## config.mk

```make
export PLATFORM = sky130hd
export DESIGN_NAME = calendar_value_core
export DESIGN_NICKNAME = d
export VERILOG_FILES = /design/src/rtl/rtc_value_pkg.sv /design/src/rtl/second_tick_if.sv /design/src/rtl/drift_prescaler.sv /design/src/rtl/calendar_value_core.sv
export SDC_FILE = /design/constraint.sdc
export NUM_CORES = 1
export LEC_CHECK = 0
export BUFFER_PORTS_ARGS = -buffer_cell sky130_fd_sc_hd__buf_2
export CORE_UTILIZATION = 30
export CTS_CLUSTER_DIAMETER = 50
export CTS_CLUSTER_SIZE = 8
export DETAILED_ROUTE_END_ITERATION = 6
export SYNTH_ARGS = -nofsm -noshare
export SYNTH_HDL_FRONTEND = slang
export SYNTH_HIERARCHICAL = 1
export SYNTH_SLANG_ARGS = --single-unit
```

## constraint.sdc

```tcl
create_clock -name clock_i -period 2.95 [get_ports clock_i]
set_input_delay 0.59 -clock clock_i [delete_from_list [all_inputs] [get_ports clock_i]]
set_output_delay 0.59 -clock clock_i [all_outputs]
set_load 0.01 [all_outputs]
```

## src/rtl/rtc_value_pkg.sv

```systemverilog
// Purpose: Shared constants for the calendar value block and its timebase prescaler
// Assumes: 16-bit value windows, 2-bit window pointers, 32768 timebase pulses per second
// Notes: All offsets, field positions, reset values and counts live here
package rtc_value_pkg;
    // Config/calibration register field positions
    localparam int CFG_EN_BIT = 15;
    localparam int CFG_WREN_BIT = 13;
    localparam int CFG_SYNC_BIT = 12;
    localparam int CFG_HALF_BIT = 11;
    localparam int CFG_OE_BIT = 10;
    localparam int CFG_PTR_LSB = 8;
    localparam int CFG_CAL_LSB = 0;
    localparam logic [15:0] CFG_RESET = 16'h0000;
    localparam logic [1:0] PTR_RESET = 2'h0;

    // Window pointer codes
    localparam logic [1:0] PTR_MIN_SEC = 2'h0;
    localparam logic [1:0] PTR_WDHR = 2'h1;
    localparam logic [1:0] PTR_MONTH_DAY = 2'h2;
    localparam logic [1:0] PTR_YEAR = 2'h3;

    // Implemented bits of each value register; all others read as zero
    localparam logic [15:0] MASK_MIN_SEC = 16'h7F7F;
    localparam logic [15:0] MASK_WDHR = 16'h073F;
    localparam logic [15:0] MASK_MONTH_DAY = 16'h1F3F;
    localparam logic [15:0] MASK_YEAR = 16'h00FF;

    // Timebase counts per second, half point and read-sync window
    localparam logic signed [16:0] PULSES_PER_SEC = 17'sh08000;
    localparam logic signed [16:0] HALF_POINT = 17'sh04000;
    localparam logic signed [16:0] SYNC_WINDOW = 17'sh00020;
    localparam logic signed [16:0] COUNT_RESET = 17'sh00000;
    localparam int CAL_SHIFT = 2;

    // BCD limits of the calendar digits
    localparam logic [7:0] SEC_MAX = 8'h59;
    localparam logic [7:0] HOUR_MAX = 8'h23;
    localparam logic [7:0] WDAY_MAX = 8'h06;
    localparam logic [7:0] MONTH_MAX = 8'h12;
    localparam logic [7:0] YEAR_MAX = 8'h99;
    localparam logic [7:0] FIRST_DAY = 8'h01;
endpackage

```

## src/rtl/second_tick_if.sv

```systemverilog
// Purpose: Carries timing strobes and calibration between the core and the prescaler
// Assumes: Single clock domain
// Notes: Core drives control, prescaler drives tick, half and sync
`timescale 1ns/1ps
`default_nettype none
interface second_tick_if;
    logic enable;
    logic [7:0] drift_trim_field;
    logic minute_edge;
    logic half_clear;
    logic sec_tick;
    logic half_second_flag;
    logic sync_window;

    modport core (output enable, output drift_trim_field, output minute_edge,
                  output half_clear, input sec_tick, input half_second_flag,
                  input sync_window);
    modport prescaler (input enable, input drift_trim_field, input minute_edge,
                       input half_clear, output sec_tick, output half_second_flag,
                       output sync_window);
endinterface
`default_nettype wire

```

## src/rtl/drift_prescaler.sv

```systemverilog
// Purpose: Divides the timebase pulse into seconds and applies the minute drift trim
// Assumes: tick_32k_i is a one-cycle strobe synchronous to clock_i
// Notes: The trim is applied by the starting count of each new minute
`timescale 1ns/1ps
`default_nettype none
module drift_prescaler
(
    // Clock and reset
    input wire logic clock_i,
    input wire logic rst_i,
    // Timebase strobe
    input wire logic tick_32k_i,
    // Link to the calendar core
    second_tick_if.prescaler tb
);
    import rtc_value_pkg::*;

    logic signed [16:0] count_q;
    logic signed [16:0] count_d;
    logic last_pulse;
    logic half_q;
    logic sync_q;

    // Signed trim times four sets the start of the first second of a minute
    assign last_pulse = tb.enable && tick_32k_i && (count_q == PULSES_PER_SEC - 17'sh00001);
    assign count_d = tb.minute_edge
        ? 17'(signed'(tb.drift_trim_field) <<< CAL_SHIFT)
        : COUNT_RESET;
    assign tb.sec_tick = last_pulse;
    assign tb.half_second_flag = half_q;
    assign tb.sync_window = sync_q;

    // Pulse counter; it simply halts while the clock is disabled
    always_ff @(posedge clock_i or posedge rst_i)
    begin
        if (rst_i)
            count_q <= COUNT_RESET;
        else if (last_pulse)
            count_q <= count_d;
        else if (tb.enable && tick_32k_i)
            count_q <= count_q + 17'sh00001;
    end

    // Half-second flag: set on entering the second half, set beats a clear
    always_ff @(posedge clock_i or posedge rst_i)
    begin
        if (rst_i)
            half_q <= 1'b0;
        else if (tb.enable && tick_32k_i && count_q == HALF_POINT - 17'sh00001)
            half_q <= 1'b1;
        else if (last_pulse || tb.half_clear)
            half_q <= 1'b0;
    end

    // Warns readers that a rollover ripple is near
    always_ff @(posedge clock_i or posedge rst_i)
    begin
        if (rst_i)
            sync_q <= 1'b0;
        else
            sync_q <= tb.enable && (count_q >= PULSES_PER_SEC - SYNC_WINDOW);
    end

    a_minute_trim_load: assert property (@(posedge clock_i) disable iff (rst_i)
        last_pulse && tb.minute_edge |=>
        count_q == 17'($past(signed'(tb.drift_trim_field)) * 4))
        else $error("minute start count is not four times the trim");
    a_negative_trim: assert property (@(posedge clock_i) disable iff (rst_i)
        last_pulse && tb.minute_edge && tb.drift_trim_field[7] |=> count_q < 0)
        else $error("negative trim did not lengthen the minute");
    a_plain_second: assert property (@(posedge clock_i) disable iff (rst_i)
        last_pulse && !tb.minute_edge |=> count_q == COUNT_RESET)
        else $error("ordinary second did not restart from zero");
endmodule
`default_nettype wire

```

## src/rtl/calendar_value_core.sv

```systemverilog
// Purpose: Calendar counters, alarm compare values and pointer-selected value windows
// Assumes: Software reaches values only through the config register and two windows
// Notes: Value fields other than the time month have no reset; they are undefined until software loads them
//
// What this block does
// - Year held as two BCD digits, low byte
// - Year writes ignored unless write enable set
// - Other value writes also need write enable
// - Month in bits 12 and 11-8, read-only
// - Day tens bits 5-4, ones bits 3-0
// - Weekday three bits 10-8, range 0-6
// - Hour tens bits 5-4, ones bits 3-0
// - Minutes in high byte, tens 14-12
// - Seconds in low byte, tens 6-4
// - Unimplemented value bits always read zero
// - Alarm month/day fully readable and writable
// - Alarm weekday/hour and minute/second mirror time layout
// - Trim times four applied once per minute
// - Negative trim adds pulses per minute
// - Two-bit pointer selects pair, decrements to zero
// - Positive trim removes pulses, up to 508
// - Low minute/second write clears half-second flag
`timescale 1ns/1ps
`default_nettype none
module calendar_value_core
(
    // Clock and reset
    input wire logic clock_i,
    input wire logic rst_i,
    // Timebase strobe
    input wire logic tick_32k_i,
    // Config and calibration register
    input wire logic cfg_wr_i,
    input wire logic [15:0] cfg_wdata_i,
    output logic [15:0] cfg_rdata_o,
    // Time value window
    input wire logic val_rd_i,
    input wire logic val_wr_i,
    input wire logic [1:0] val_be_i,
    input wire logic [15:0] val_wdata_i,
    output logic [15:0] val_rdata_o,
    // Alarm value window and its pointer
    input wire logic alm_ptr_wr_i,
    input wire logic [1:0] alm_ptr_i,
    output logic [1:0] alm_ptr_o,
    input wire logic alm_rd_i,
    input wire logic alm_wr_i,
    input wire logic [1:0] alm_be_i,
    input wire logic [15:0] alm_wdata_i,
    output logic [15:0] alm_rdata_o
);
    import rtc_value_pkg::*;

    second_tick_if tb ();

    logic enable_q;
    logic value_write_enable_q;
    logic output_enable_q;
    logic [1:0] value_window_pointer_q;
    logic [7:0] drift_trim_field_q;
    logic [1:0] alm_ptr_q;
    logic [15:0] val_rdata_q;
    logic [15:0] alm_rdata_q;
    logic [7:0] sec_q, min_q, hour_q, wday_q, day_q, month_q, year_q;
    logic [7:0] alm_sec_q, alm_min_q, alm_hour_q, alm_wday_q, alm_day_q, alm_month_q;
    logic val_wr_ok;
    logic alm_wr_ok;
    logic val_hi_wr;
    logic val_lo_wr;
    logic adv;
    logic sec_wrap, min_wrap, hour_wrap, day_wrap, month_wrap;
    logic [7:0] sec_n, min_n, hour_n, wday_n, day_n, month_n, year_n;
    logic [7:0] month_last;
    logic [15:0] val_sel;
    logic [15:0] alm_sel;

    // One BCD digit pair up by one
    function automatic logic [7:0] bcd_inc(input logic [7:0] v);
        bcd_inc = (v[3:0] == 4'h9) ? {v[7:4] + 4'h1, 4'h0} : {v[7:4], v[3:0] + 4'h1};
    endfunction

    // Days in a month; two-digit year, so every fourth year is a leap year
    function automatic logic [7:0] month_len(input logic [7:0] mon, input logic [7:0] yr);
        logic leap;
        leap = yr[4] ? (yr[3:0] == 4'h2 || yr[3:0] == 4'h6)
                     : (yr[3:0] == 4'h0 || yr[3:0] == 4'h4 || yr[3:0] == 4'h8);
        case (mon)
            8'h02: month_len = leap ? 8'h29 : 8'h28;
            8'h04, 8'h06, 8'h09, 8'h11: month_len = 8'h30;
            default: month_len = 8'h31;
        endcase
    endfunction

    drift_prescaler u_prescaler (
        .clock_i(clock_i),
        .rst_i(rst_i),
        .tick_32k_i(tick_32k_i),
        .tb(tb)
    );

    // Writes through either window land only while the lock is open
    assign val_wr_ok = val_wr_i && value_write_enable_q;
    assign alm_wr_ok = alm_wr_i && value_write_enable_q;
    assign val_hi_wr = val_wr_ok && val_be_i[1];
    assign val_lo_wr = val_wr_ok && val_be_i[0];
    assign adv = tb.sec_tick;

    assign tb.enable = enable_q;
    assign tb.drift_trim_field = drift_trim_field_q;
    assign tb.minute_edge = (sec_q[6:0] == SEC_MAX[6:0]);
    assign tb.half_clear = val_lo_wr && value_window_pointer_q == PTR_MIN_SEC;

    // Config register readback; pointer and status come straight from flops
    always_comb
    begin
        cfg_rdata_o = 16'h0000;
        cfg_rdata_o[CFG_EN_BIT] = enable_q;
        cfg_rdata_o[CFG_WREN_BIT] = value_write_enable_q;
        cfg_rdata_o[CFG_SYNC_BIT] = tb.sync_window;
        cfg_rdata_o[CFG_HALF_BIT] = tb.half_second_flag;
        cfg_rdata_o[CFG_OE_BIT] = output_enable_q;
        cfg_rdata_o[CFG_PTR_LSB +: 2] = value_window_pointer_q;
        cfg_rdata_o[CFG_CAL_LSB +: 8] = drift_trim_field_q;
    end

    // Config fields; the enable bit only moves while the lock is open
    always_ff @(posedge clock_i or posedge rst_i)
    begin
        if (rst_i)
        begin
            enable_q <= CFG_RESET[CFG_EN_BIT];
            value_write_enable_q <= CFG_RESET[CFG_WREN_BIT];
            output_enable_q <= CFG_RESET[CFG_OE_BIT];
            drift_trim_field_q <= CFG_RESET[CFG_CAL_LSB +: 8];
        end
        else if (cfg_wr_i)
        begin
            if (value_write_enable_q)
                enable_q <= cfg_wdata_i[CFG_EN_BIT];
            value_write_enable_q <= cfg_wdata_i[CFG_WREN_BIT];
            output_enable_q <= cfg_wdata_i[CFG_OE_BIT];
            drift_trim_field_q <= cfg_wdata_i[CFG_CAL_LSB +: 8];
        end
    end

    // Time pointer: loaded by config write, else steps down to zero on a read or a high-byte write
    always_ff @(posedge clock_i or posedge rst_i)
    begin
        if (rst_i)
            value_window_pointer_q <= PTR_RESET;
        else if (cfg_wr_i)
            value_window_pointer_q <= cfg_wdata_i[CFG_PTR_LSB +: 2];
        else if ((val_rd_i || (val_wr_i && val_be_i[1])) && value_window_pointer_q != 2'h0)
            value_window_pointer_q <= value_window_pointer_q - 2'h1;
    end

    // Alarm pointer behaves the same way on its own window
    always_ff @(posedge clock_i or posedge rst_i)
    begin
        if (rst_i)
            alm_ptr_q <= PTR_RESET;
        else if (alm_ptr_wr_i)
            alm_ptr_q <= alm_ptr_i;
        else if ((alm_rd_i || (alm_wr_i && alm_be_i[1])) && alm_ptr_q != 2'h0)
            alm_ptr_q <= alm_ptr_q - 2'h1;
    end
    assign alm_ptr_o = alm_ptr_q;

    // Next calendar values for a one-second advance
    always_comb
    begin
        sec_wrap = (sec_q[6:0] == SEC_MAX[6:0]);
        min_wrap = sec_wrap && (min_q[6:0] == SEC_MAX[6:0]);
        hour_wrap = min_wrap && (hour_q[5:0] == HOUR_MAX[5:0]);
        month_last = month_len(month_q & 8'h1F, year_q);
        day_wrap = hour_wrap && (day_q[5:0] == month_last[5:0]);
        month_wrap = day_wrap && (month_q[4:0] == MONTH_MAX[4:0]);
        sec_n = sec_wrap ? 8'h00 : bcd_inc(sec_q);
        min_n = (min_q[6:0] == SEC_MAX[6:0]) ? 8'h00 : bcd_inc(min_q);
        hour_n = (hour_q[5:0] == HOUR_MAX[5:0]) ? 8'h00 : bcd_inc(hour_q);
        wday_n = (wday_q[2:0] == WDAY_MAX[2:0]) ? 8'h00 : wday_q + 8'h01;
        day_n = day_wrap ? FIRST_DAY : bcd_inc(day_q);
        month_n = month_wrap ? FIRST_DAY : bcd_inc(month_q);
        year_n = (year_q == YEAR_MAX) ? 8'h00 : bcd_inc(year_q);
    end

    // Time digits: advance on the second, then accepted writes override the
    // written byte so a readback shows the implemented bits that software wrote
    always_ff @(posedge clock_i)
    begin
        if (adv)
        begin
            sec_q <= sec_n;
            if (sec_wrap)
                min_q <= min_n;
            if (min_wrap)
                hour_q <= hour_n;
            if (hour_wrap)
            begin
                wday_q <= wday_n;
                day_q <= day_n;
            end
            if (month_wrap)
                year_q <= year_n;
        end
        case (value_window_pointer_q)
            PTR_MIN_SEC:
            begin
                if (val_hi_wr)
                    min_q <= {1'b0, val_wdata_i[14:8]};
                if (val_lo_wr)
                    sec_q <= {1'b0, val_wdata_i[6:0]};
            end
            PTR_WDHR:
            begin
                if (val_hi_wr)
                    wday_q <= {5'h00, val_wdata_i[10:8]};
                if (val_lo_wr)
                    hour_q <= {2'h0, val_wdata_i[5:0]};
            end
            PTR_MONTH_DAY:
            begin
                // Month byte is read-only here, so only the day lands
                if (val_lo_wr)
                    day_q <= {2'h0, val_wdata_i[5:0]};
            end
            default:
            begin
                if (val_lo_wr)
                    year_q <= val_wdata_i[7:0];
            end
        endcase
    end

    // Month has no write path through the time window, so it starts from
    // January rather than staying unknown and poisoning the day rollover
    always_ff @(posedge clock_i or posedge rst_i)
    begin
        if (rst_i)
            month_q <= FIRST_DAY;
        else if (adv && day_wrap)
            month_q <= month_n;
    end

    // Alarm compare values, same layouts as the time registers
    always_ff @(posedge clock_i)
    begin
        if (alm_wr_ok)
        begin
            case (alm_ptr_q)
                PTR_MIN_SEC:
                begin
                    if (alm_be_i[1])
                        alm_min_q <= {1'b0, alm_wdata_i[14:8]};
                    if (alm_be_i[0])
                        alm_sec_q <= {1'b0, alm_wdata_i[6:0]};
                end
                PTR_WDHR:
                begin
                    if (alm_be_i[1])
                        alm_wday_q <= {5'h00, alm_wdata_i[10:8]};
                    if (alm_be_i[0])
                        alm_hour_q <= {2'h0, alm_wdata_i[5:0]};
                end
                PTR_MONTH_DAY:
                begin
                    if (alm_be_i[1])
                        alm_month_q <= {3'h0, alm_wdata_i[12:8]};
                    if (alm_be_i[0])
                        alm_day_q <= {2'h0, alm_wdata_i[5:0]};
                end
                default:
                begin
                end
            endcase
        end
    end

    // Window read selection; unimplemented positions masked to zero
    always_comb
    begin
        case (value_window_pointer_q)
            PTR_MIN_SEC: val_sel = {min_q, sec_q} & MASK_MIN_SEC;
            PTR_WDHR: val_sel = {wday_q, hour_q} & MASK_WDHR;
            PTR_MONTH_DAY: val_sel = {month_q, day_q} & MASK_MONTH_DAY;
            default: val_sel = {8'h00, year_q} & MASK_YEAR;
        endcase
        case (alm_ptr_q)
            PTR_MIN_SEC: alm_sel = {alm_min_q, alm_sec_q} & MASK_MIN_SEC;
            PTR_WDHR: alm_sel = {alm_wday_q, alm_hour_q} & MASK_WDHR;
            PTR_MONTH_DAY: alm_sel = {alm_month_q, alm_day_q} & MASK_MONTH_DAY;
            default: alm_sel = 16'h0000;
        endcase
    end

    // Read data is captured from the pointer seen at the read cycle
    always_ff @(posedge clock_i or posedge rst_i)
    begin
        if (rst_i)
        begin
            val_rdata_q <= 16'h0000;
            alm_rdata_q <= 16'h0000;
        end
        else
        begin
            if (val_rd_i)
                val_rdata_q <= val_sel;
            if (alm_rd_i)
                alm_rdata_q <= alm_sel;
        end
    end
    assign val_rdata_o = val_rdata_q;
    assign alm_rdata_o = alm_rdata_q;

    a_year_write_lock: assert property (@(posedge clock_i) disable iff (rst_i)
        val_wr_i && !value_write_enable_q && val_be_i[0] && !adv
        && value_window_pointer_q == PTR_YEAR |=> $stable(year_q))
        else $error("locked year write changed the year");
    a_year_write_lands: assert property (@(posedge clock_i) disable iff (rst_i)
        val_lo_wr && value_window_pointer_q == PTR_YEAR |=> year_q == $past(val_wdata_i[7:0]))
        else $error("accepted year write did not land");
    a_month_read_only: assert property (@(posedge clock_i) disable iff (rst_i)
        val_hi_wr && !adv && value_window_pointer_q == PTR_MONTH_DAY |=> $stable(month_q))
        else $error("month changed by a software write");
    a_unimpl_bits_zero: assert property (@(posedge clock_i) disable iff (rst_i)
        val_rd_i && value_window_pointer_q == PTR_MIN_SEC |=>
        val_rdata_o[15] == 1'b0 && val_rdata_o[7] == 1'b0)
        else $error("unimplemented minute/second bit read as one");
    a_pointer_steps_down: assert property (@(posedge clock_i) disable iff (rst_i)
        val_rd_i && !cfg_wr_i && value_window_pointer_q != 2'h0 |=>
        value_window_pointer_q == $past(value_window_pointer_q) - 2'h1)
        else $error("pointer did not step down after a read");
    a_half_flag_clear: assert property (@(posedge clock_i) disable iff (rst_i)
        tb.half_clear && tb.half_second_flag |=> !tb.half_second_flag)
        else $error("half-second flag survived a low minute/second write");
    a_second_advance: assert property (@(posedge clock_i) disable iff (rst_i)
        adv && sec_q == 8'h59 && min_q == 8'h09 && !val_wr_i |=>
        sec_q == 8'h00 && min_q == 8'h10)
        else $error("minute did not carry into its tens digit");
    a_alarm_day_write: assert property (@(posedge clock_i) disable iff (rst_i)
        alm_wr_ok && alm_be_i == 2'h3 && alm_ptr_q == PTR_MONTH_DAY |=>
        {alm_month_q[4:0], alm_day_q[5:0]} ==
        {$past(alm_wdata_i[12:8]), $past(alm_wdata_i[5:0])})
        else $error("alarm month/day write did not land");
endmodule
`default_nettype wire

```

== Yosys cells after proc, flatten, opt, wreduce, memory -nomap -nowiden ==
Cells that the tools add are included.
Storage, ports and cells
  flip-flop bits (word level): 156
  bits in latches: 0
  memory bits (writable): 0
  ROM bits: 0
  input port bits: 63
  output and inout port bits: 50
  logic and storage cells: 164
  memories: 0
Cells by class
  $add $sub $neg: 16
  multiply operators: 0
  div/mod/pow operators: 0
  order comparisons: 1
  equality and inequality tests: 28
  shift operators: 0
  mux-type cells: 50
  bitwise logic cells: 0
  reduce and logical (&&, ||, !) cells: 44
Operators by type and width (count)
  two-way mux 8 bit: 36
  case mux 15 bit (3 select lines): 2
  two-way mux 17 bit: 3
  adder 4 x 1 -> 4 bit (second input constant): 12
  == test 4 bit (second input constant): 7
  logical AND 1 bit: 18
  AND reduction 3 bit: 6
  adder 17 x 2 -> 17 bit (second input constant): 1
  == test 17 x 15 -> 1 bit (second input constant): 1
  == test 17 x 16 -> 1 bit (second input constant): 1
  greater-or-equal comparator 17 x 16 -> 1 bit (second input constant): 1
  == test 7 bit (second input constant): 2
  nonzero test 2 bit: 7
  == test 5 x 3 -> 1 bit (second input constant): 2
  == test 5 bit (second input constant): 2
  case mux 5 bit (2 select lines): 1
  adder 8 x 1 -> 8 bit (second input constant): 1
  == test 4 x 3 -> 1 bit (second input constant): 2
  == test 8 bit (second input constant): 1
  two-way mux 2 bit: 4
  == test 6 bit: 1
  == test 6 bit (second input constant): 1
  logical OR 1 bit: 6
  == test 5 x 2 -> 1 bit (second input constant): 1
  12 further kinds: 20

== Depth between registers and ports, before layout ==
  depth in word-level cells: 13
  gate-level depth with buffers: 12
  depth with buffers taken out: 11

== By module ==
The synthesis kept the hierarchy.
By module, submodules not included
  calendar_value_core: times used 1, cells each 604, area each 5982.0 µm², sequential area each 2989.1 µm²
  drift_prescaler: times used 1, cells each 120, area each 1094.8 µm², sequential area each 475.5 µm²

== Worst setup path after synthesis ==
Ideal clock, no wire load.
  path kind: reg-to-reg
  from: reg u_prescaler.count_q[8]
  to: reg day_q[2]
  library setup time: 0.074 ns
  arrival time: 2.695 ns
  data required time: 2.876 ns
  path slack: 0.181 ns
  stages on the path, launching flop included: 12
  path buffers: 1
  period minus slack after synthesis: 2.769 ns
  path through: dfrtp_1 -> nand4_2 -> nor4_4 -> nand2_1 -> clkinv_1 -> nand2_1 -> nor3_2 -> and2_1 -> buf_2 -> nand2_1 -> or4b_1 -> a31oi_1
On the way
  longest elaborated chain between the ends: 5
Ends and longest elaborated chain
  start, declared: RTL line drift_prescaler.sv:18  | logic signed [16:0] count_q;
  start signal, assigned: RTL line drift_prescaler.sv:39  | count_q <= count_d;
  start signal, assigned: RTL line drift_prescaler.sv:41  | count_q <= count_q + 17'sh00001;
  == test 17 x 16 -> 1 bit *: RTL line drift_prescaler.sv:25  | assign last_pulse = tb.enable && tick_32k_i && (count_q == PULSES_PER_SEC - 17'sh00001);
  logical AND 1 bit *: RTL line drift_prescaler.sv:25
  via adv: RTL line calendar_value_core.sv:70  | logic adv;
  two-way mux 8 bit *: RTL line calendar_value_core.sv:191  | if (adv)
  two-way mux 8 bit: RTL line calendar_value_core.sv:224  | if (val_lo_wr)
  two-way mux 8 bit *: RTL line calendar_value_core.sv:206  | case (value_window_pointer_q)
  end signal, assigned: RTL line calendar_value_core.sv:201  | day_q <= day_n;
  end signal, assigned: RTL line calendar_value_core.sv:225  | day_q <= {2'h0, val_wdata_i[5:0]};
  end, declared: RTL line calendar_value_core.sv:64  | logic [7:0] sec_q, min_q, hour_q, wday_q, day_q, month_q, year_q;
Mark *: on every way through the listed nets, which the timed path passes. The rest lies on a longest branch.
A chain may end at the register's enable or synchronous reset.

== Worst setup path in the final report ==
  from: reg u_prescaler.count_q[7]
  to: reg year_q[6]
On the way
  longest elaborated chain between the ends: 5
Ends and longest elaborated chain
  == test 17 x 16 -> 1 bit *: RTL line drift_prescaler.sv:25
  logical AND 1 bit *: RTL line drift_prescaler.sv:25
  via adv: RTL line calendar_value_core.sv:70
  two-way mux 8 bit *: RTL line calendar_value_core.sv:191
  two-way mux 8 bit: RTL line calendar_value_core.sv:229  | if (val_lo_wr)
  two-way mux 8 bit *: RTL line calendar_value_core.sv:206
  end signal, assigned: RTL line calendar_value_core.sv:204  | year_q <= year_n;
  end signal, assigned: RTL line calendar_value_core.sv:230  | year_q <= val_wdata_i[7:0];
  end, declared: RTL line calendar_value_core.sv:64
Marks and branches as above.

==> results.sh <==
export IMPL_cts_tree="built"
export IMPL_grt_pass1_wl_um=29860
export IMPL_grtUsageTotal_pct=15.90
export IMPL_worst_setup_path_end_kind="register"
export IMPL_synthArstFlopShare_pct=48.92
export IMPL_min_path_type="input port to asynchronous set/reset pin"
export IMPL_design_area_um2=8477
export IMPL_cts_sinks=139
export IMPL_io_pins=113
export IMPL_power_leakage_nw=3.546
export IMPL_synth_edff_count=34
export IMPL_ff2ff_setup_slack_ns=0.26
export IMPL_yosys_warnings=6
export IMPL_netlist_instances=724
export IMPL_crit_chain="nand4_2, nor4_4, nand2_1, clkinv_1, nand2_1, nor3_2, and2_1, nand4_1, or4b_1, a31oi_1"
export IMPL_die_w_um=155.6
export IMPL_cp_slowest_stage_delay_ns=0.48
export IMPL_area_growth_pct=19.78
export IMPL_fin_total_pwr_w=0.006605
export IMPL_seqPwrFrac_pct=43.5
export IMPL_drt_iter0_drc=490
export IMPL_r2r_cells=10
export IMPL_ir_drop_uv=391.6
export IMPL_place_inst=1115
export IMPL_die_y_um=155.6
export IMPL_powerDensity_nw_per_um2=779.2
export IMPL_period_needed_ns=2.685
export IMPL_p_sw_share_pct=34.58
export IMPL_finalSetupTns_ns=0
export IMPL_port_buffers=102
export IMPL_tightestPinTransition_ns=0.8002
export IMPL_crit_type="register to register"
export IMPL_clock_fmax_mhz=372.4
export IMPL_place_area_um2=7876
export IMPL_setup_violations=0
export IMPL_rsz0062_at_grt="false"
export IMPL_r2r_start="u_prescaler/count_q[7]"
export IMPL_viasPerCell=5.098
export IMPL_switchingPower_w=0.002284
export IMPL_num_rows=55
export IMPL_r2r_end="year_q[6]"
export IMPL_syn_avg_cell_area_um2=9.775
export IMPL_grt_max_degree=37
export IMPL_syn_area_um2=7077
export IMPL_clk_pin_slew_worst_paths_ns=0.06
export IMPL_cts_root_buffer="clkbuf_16"
export IMPL_failed_checks="design-rule violations"
export IMPL_crit_path_top_delay_cell="or4b_1"
export IMPL_synth_cell_types=72
export IMPL_dieArea_um2=24210
export IMPL_wirelength_um=18520
export IMPL_p_clk_share_pct=32.3
export IMPL_finalCritPeriodShare_pct=91.03
export IMPL_p_int_w=0.004321
export IMPL_antenna_found_initial=1
export IMPL_grt_pass1_vias=5447
export IMPL_nets=906
export IMPL_gr_total_overflow=0
export IMPL_ys_ff_latch=139
export IMPL_initial_utilization_pct=30.88
export IMPL_outcome="finished with violations"
export IMPL_drtAntennaViolNets=0
export IMPL_worstSetupStartpointType="register"
export IMPL_core_area_um2=22920
export IMPL_fillers=2316
export IMPL_cts_buffer_depth=2
export IMPL_max_slew_margin_pct=46.58
export IMPL_ys_seq_area_share_pct=48.96
export IMPL_worst_clock_skew_ns=0.01165
export IMPL_place_congestion=0.8173
export IMPL_htreeDepth=4
export IMPL_firstDrtPassIters=7
export IMPL_required_ns=3.30
export IMPL_instances_no_fill=1148
export IMPL_place_hpwl_um=13560
export IMPL_numCtsBuffers=17
export IMPL_finalHoldViolCount=0
export IMPL_worstSkewPairLatency_ns=0.42
export IMPL_post_cts_setup_buffers=0
export IMPL_wl_per_cell_um=16.13
export IMPL_synth_top_flop_cell="dfrtp_1"
export IMPL_finalMaxSlewViolations=0
export IMPL_arrival_ns=3.03
export IMPL_holdWs_ns=0.3025
export IMPL_critical_path_max_fanout=8
export IMPL_crit_top_cell="nand2_1"
export IMPL_route_detailed_drc=7
export IMPL_drv_cap=0
export IMPL_drive_above_1_share_pct=22.54
export IMPL_combPwrFrac_pct=24.1
export IMPL_dr_total_vias=5853
per-stage QoR:
step           setup WS [ns]  utilization [%]
2_1_floorplan         0.1811                -
3_3_place_gp          0.2549            34.37
3_5_place_dp          0.2654            34.37
4_1_cts               0.2404            36.93
5_1_grt              0.03504            36.99
6_report              0.2646            36.99
area by class of cell:
type,instances,area [um^2],share of cell area [%]
clock buffer,18,439.2,5.181
antenna,1,2.502,0.02952
inverter,49,183.9,2.170
clock inverter,14,147.6,1.742
tap,313,391.6,4.620
multi-input combinational,493,3194,37.68
sequential,139,3465,40.87
timing repair buffer,121,653.1,7.705
registers in the layout (all words and copies together) (netlist names), 5 cells and up:
signal / count
alm_rdata_o: 14
alm_month_q: 5
min_q: 7
alm_sec_q: 7
hour_q: 6
drift_trim_field_q: 8
val_rdata_o: 15
sec_q: 7
year_q: 8
alm_min_q: 7
day_q: 6
alm_day_q: 6
month_q: 5
alm_hour_q: 6
u_prescaler/count_q: 17
cell families after synthesis:
| logic type | Yosys count | synth area share, % |
|---|---|---|
| buf+inv | 95 | 6.223 |
| fa+ha+maj | 22 | 3.890 |
| other cells | 1 | 0.05299 |
| xor+xnor | 16 | 1.980 |
| simple gates | 259 | 19.91 |
| compound gates | 170 | 15.58 |
| flops | 139 | 48.96 |
| mux | 22 | 3.412 |
metal layers:
layer | up-vias | track usage, % | routed length, um
met5 | - | 0 | 0
met4 | 0 | 5.275 | 253
met3 | 22 | 3.306 | 1105
met2 | 185 | 23.66 | 8288
met1 | 2804 | 22.85 | 8871
li1 | 2842 | - | -
timing repair:
item,in CTS,in global routing
setup endpoints to repair,0,2
hold buffers,0,0
resized for setup,0,2
cell usage in the layout (no fill, tap or decap), drive strengths merged, types with 11 or more instances in the layout:
master    n
buf     121
dfrtp    67
nand2    63
inv      57
o21ai    49
nor2     46
nand3    40
dfxtp    37
a21oi    36
edfxtp   34
ha       22
a31oi    20
nor3     19
a222oi   18
clkbuf   18
mux2     17
o22ai    16
and2     13
nand4    13
and3     12
xnor2    11
synth_stat cells, types with 2 or more instances:
cell / n / area share, %
a21oi_1: 36 / 2.5
a222oi_1: 18 / 2.5
a22o_1: 2 / 0.25
a22oi_1: 5 / 0.53
a31oi_1: 20 / 1.8
a41oi_1: 2 / 0.25
and2_1: 13 / 1.1
and3_1: 12 / 1.1
buf_2: 2 / 0.14
buf_4: 11 / 1.2
buf_6: 3 / 0.48
clkbuf_1: 26 / 1.4
dfrtp_1: 67 / 24
dfxtp_1: 37 / 10
edfxtp_1: 34 / 14
ha_1: 22 / 3.9
inv_1: 48 / 2.5
mux2_2: 17 / 2.7
mux2i_1: 5 / 0.71
nand2_1: 63 / 3.3
nand2b_1: 10 / 0.88
nand3_1: 40 / 2.8
nand3b_1: 4 / 0.42
nand4_1: 11 / 0.97
nand4_2: 2 / 0.35
nand4b_1: 4 / 0.49
nor2_1: 45 / 2.4
nor2b_1: 3 / 0.27
nor3_1: 18 / 1.3
nor3b_1: 5 / 0.53
nor4_1: 3 / 0.27
nor4bb_1: 3 / 0.42
o211a_1: 2 / 0.28
o211ai_1: 4 / 0.42
o21ai_0: 49 / 3.5
o22ai_1: 16 / 1.4
o31ai_1: 7 / 0.74
or3b_2: 2 / 0.25
or4_1: 5 / 0.53
or4b_1: 2 / 0.28
xnor2_1: 11 / 1.4
xor2_1: 5 / 0.62
power by group through the flow:
stage                     logic (W)  clock network, W  registers, W
final                       0.00159           0.00214       0.00287
after global routing        0.00181           0.00228       0.00294
after CTS                   0.00160           0.00218       0.00286
after detailed placement    0.00159                 0       0.00290
after global placement      0.00156                 0       0.00289
after floorplan             0.00110                 0       0.00280
worst max path at each step:
stage / from / to / slack, ns / depth (start not counted)
after floorplan: u_prescaler/count_q[8] / day_q[2] / 0.18 / 11
after global placement: tick_32k_i / hour_q[5] / 0.25 / 12
after detailed placement: tick_32k_i / hour_q[5] / 0.27 / 12
after CTS: month_q[0] / year_q[7] / 0.24 / 6
after global routing: u_prescaler/count_q[7] / year_q[3] / 0.04 / 12
final: u_prescaler/count_q[7] / year_q[6] / 0.26 / 10
critical path, delay by kind of cell, from the launching register on:
| kind | cells | cell delay, ns |
|---|---|---|
| DFF | 1 | 0.47 |
| and+or+nand+nor | 8 | 1.91 |
| buffers and inverters | 1 | 0.08 |
| AOI/OAI and AO/OA | 1 | 0.16 |
No activity file was read; power rests on OpenSTA's default activity.
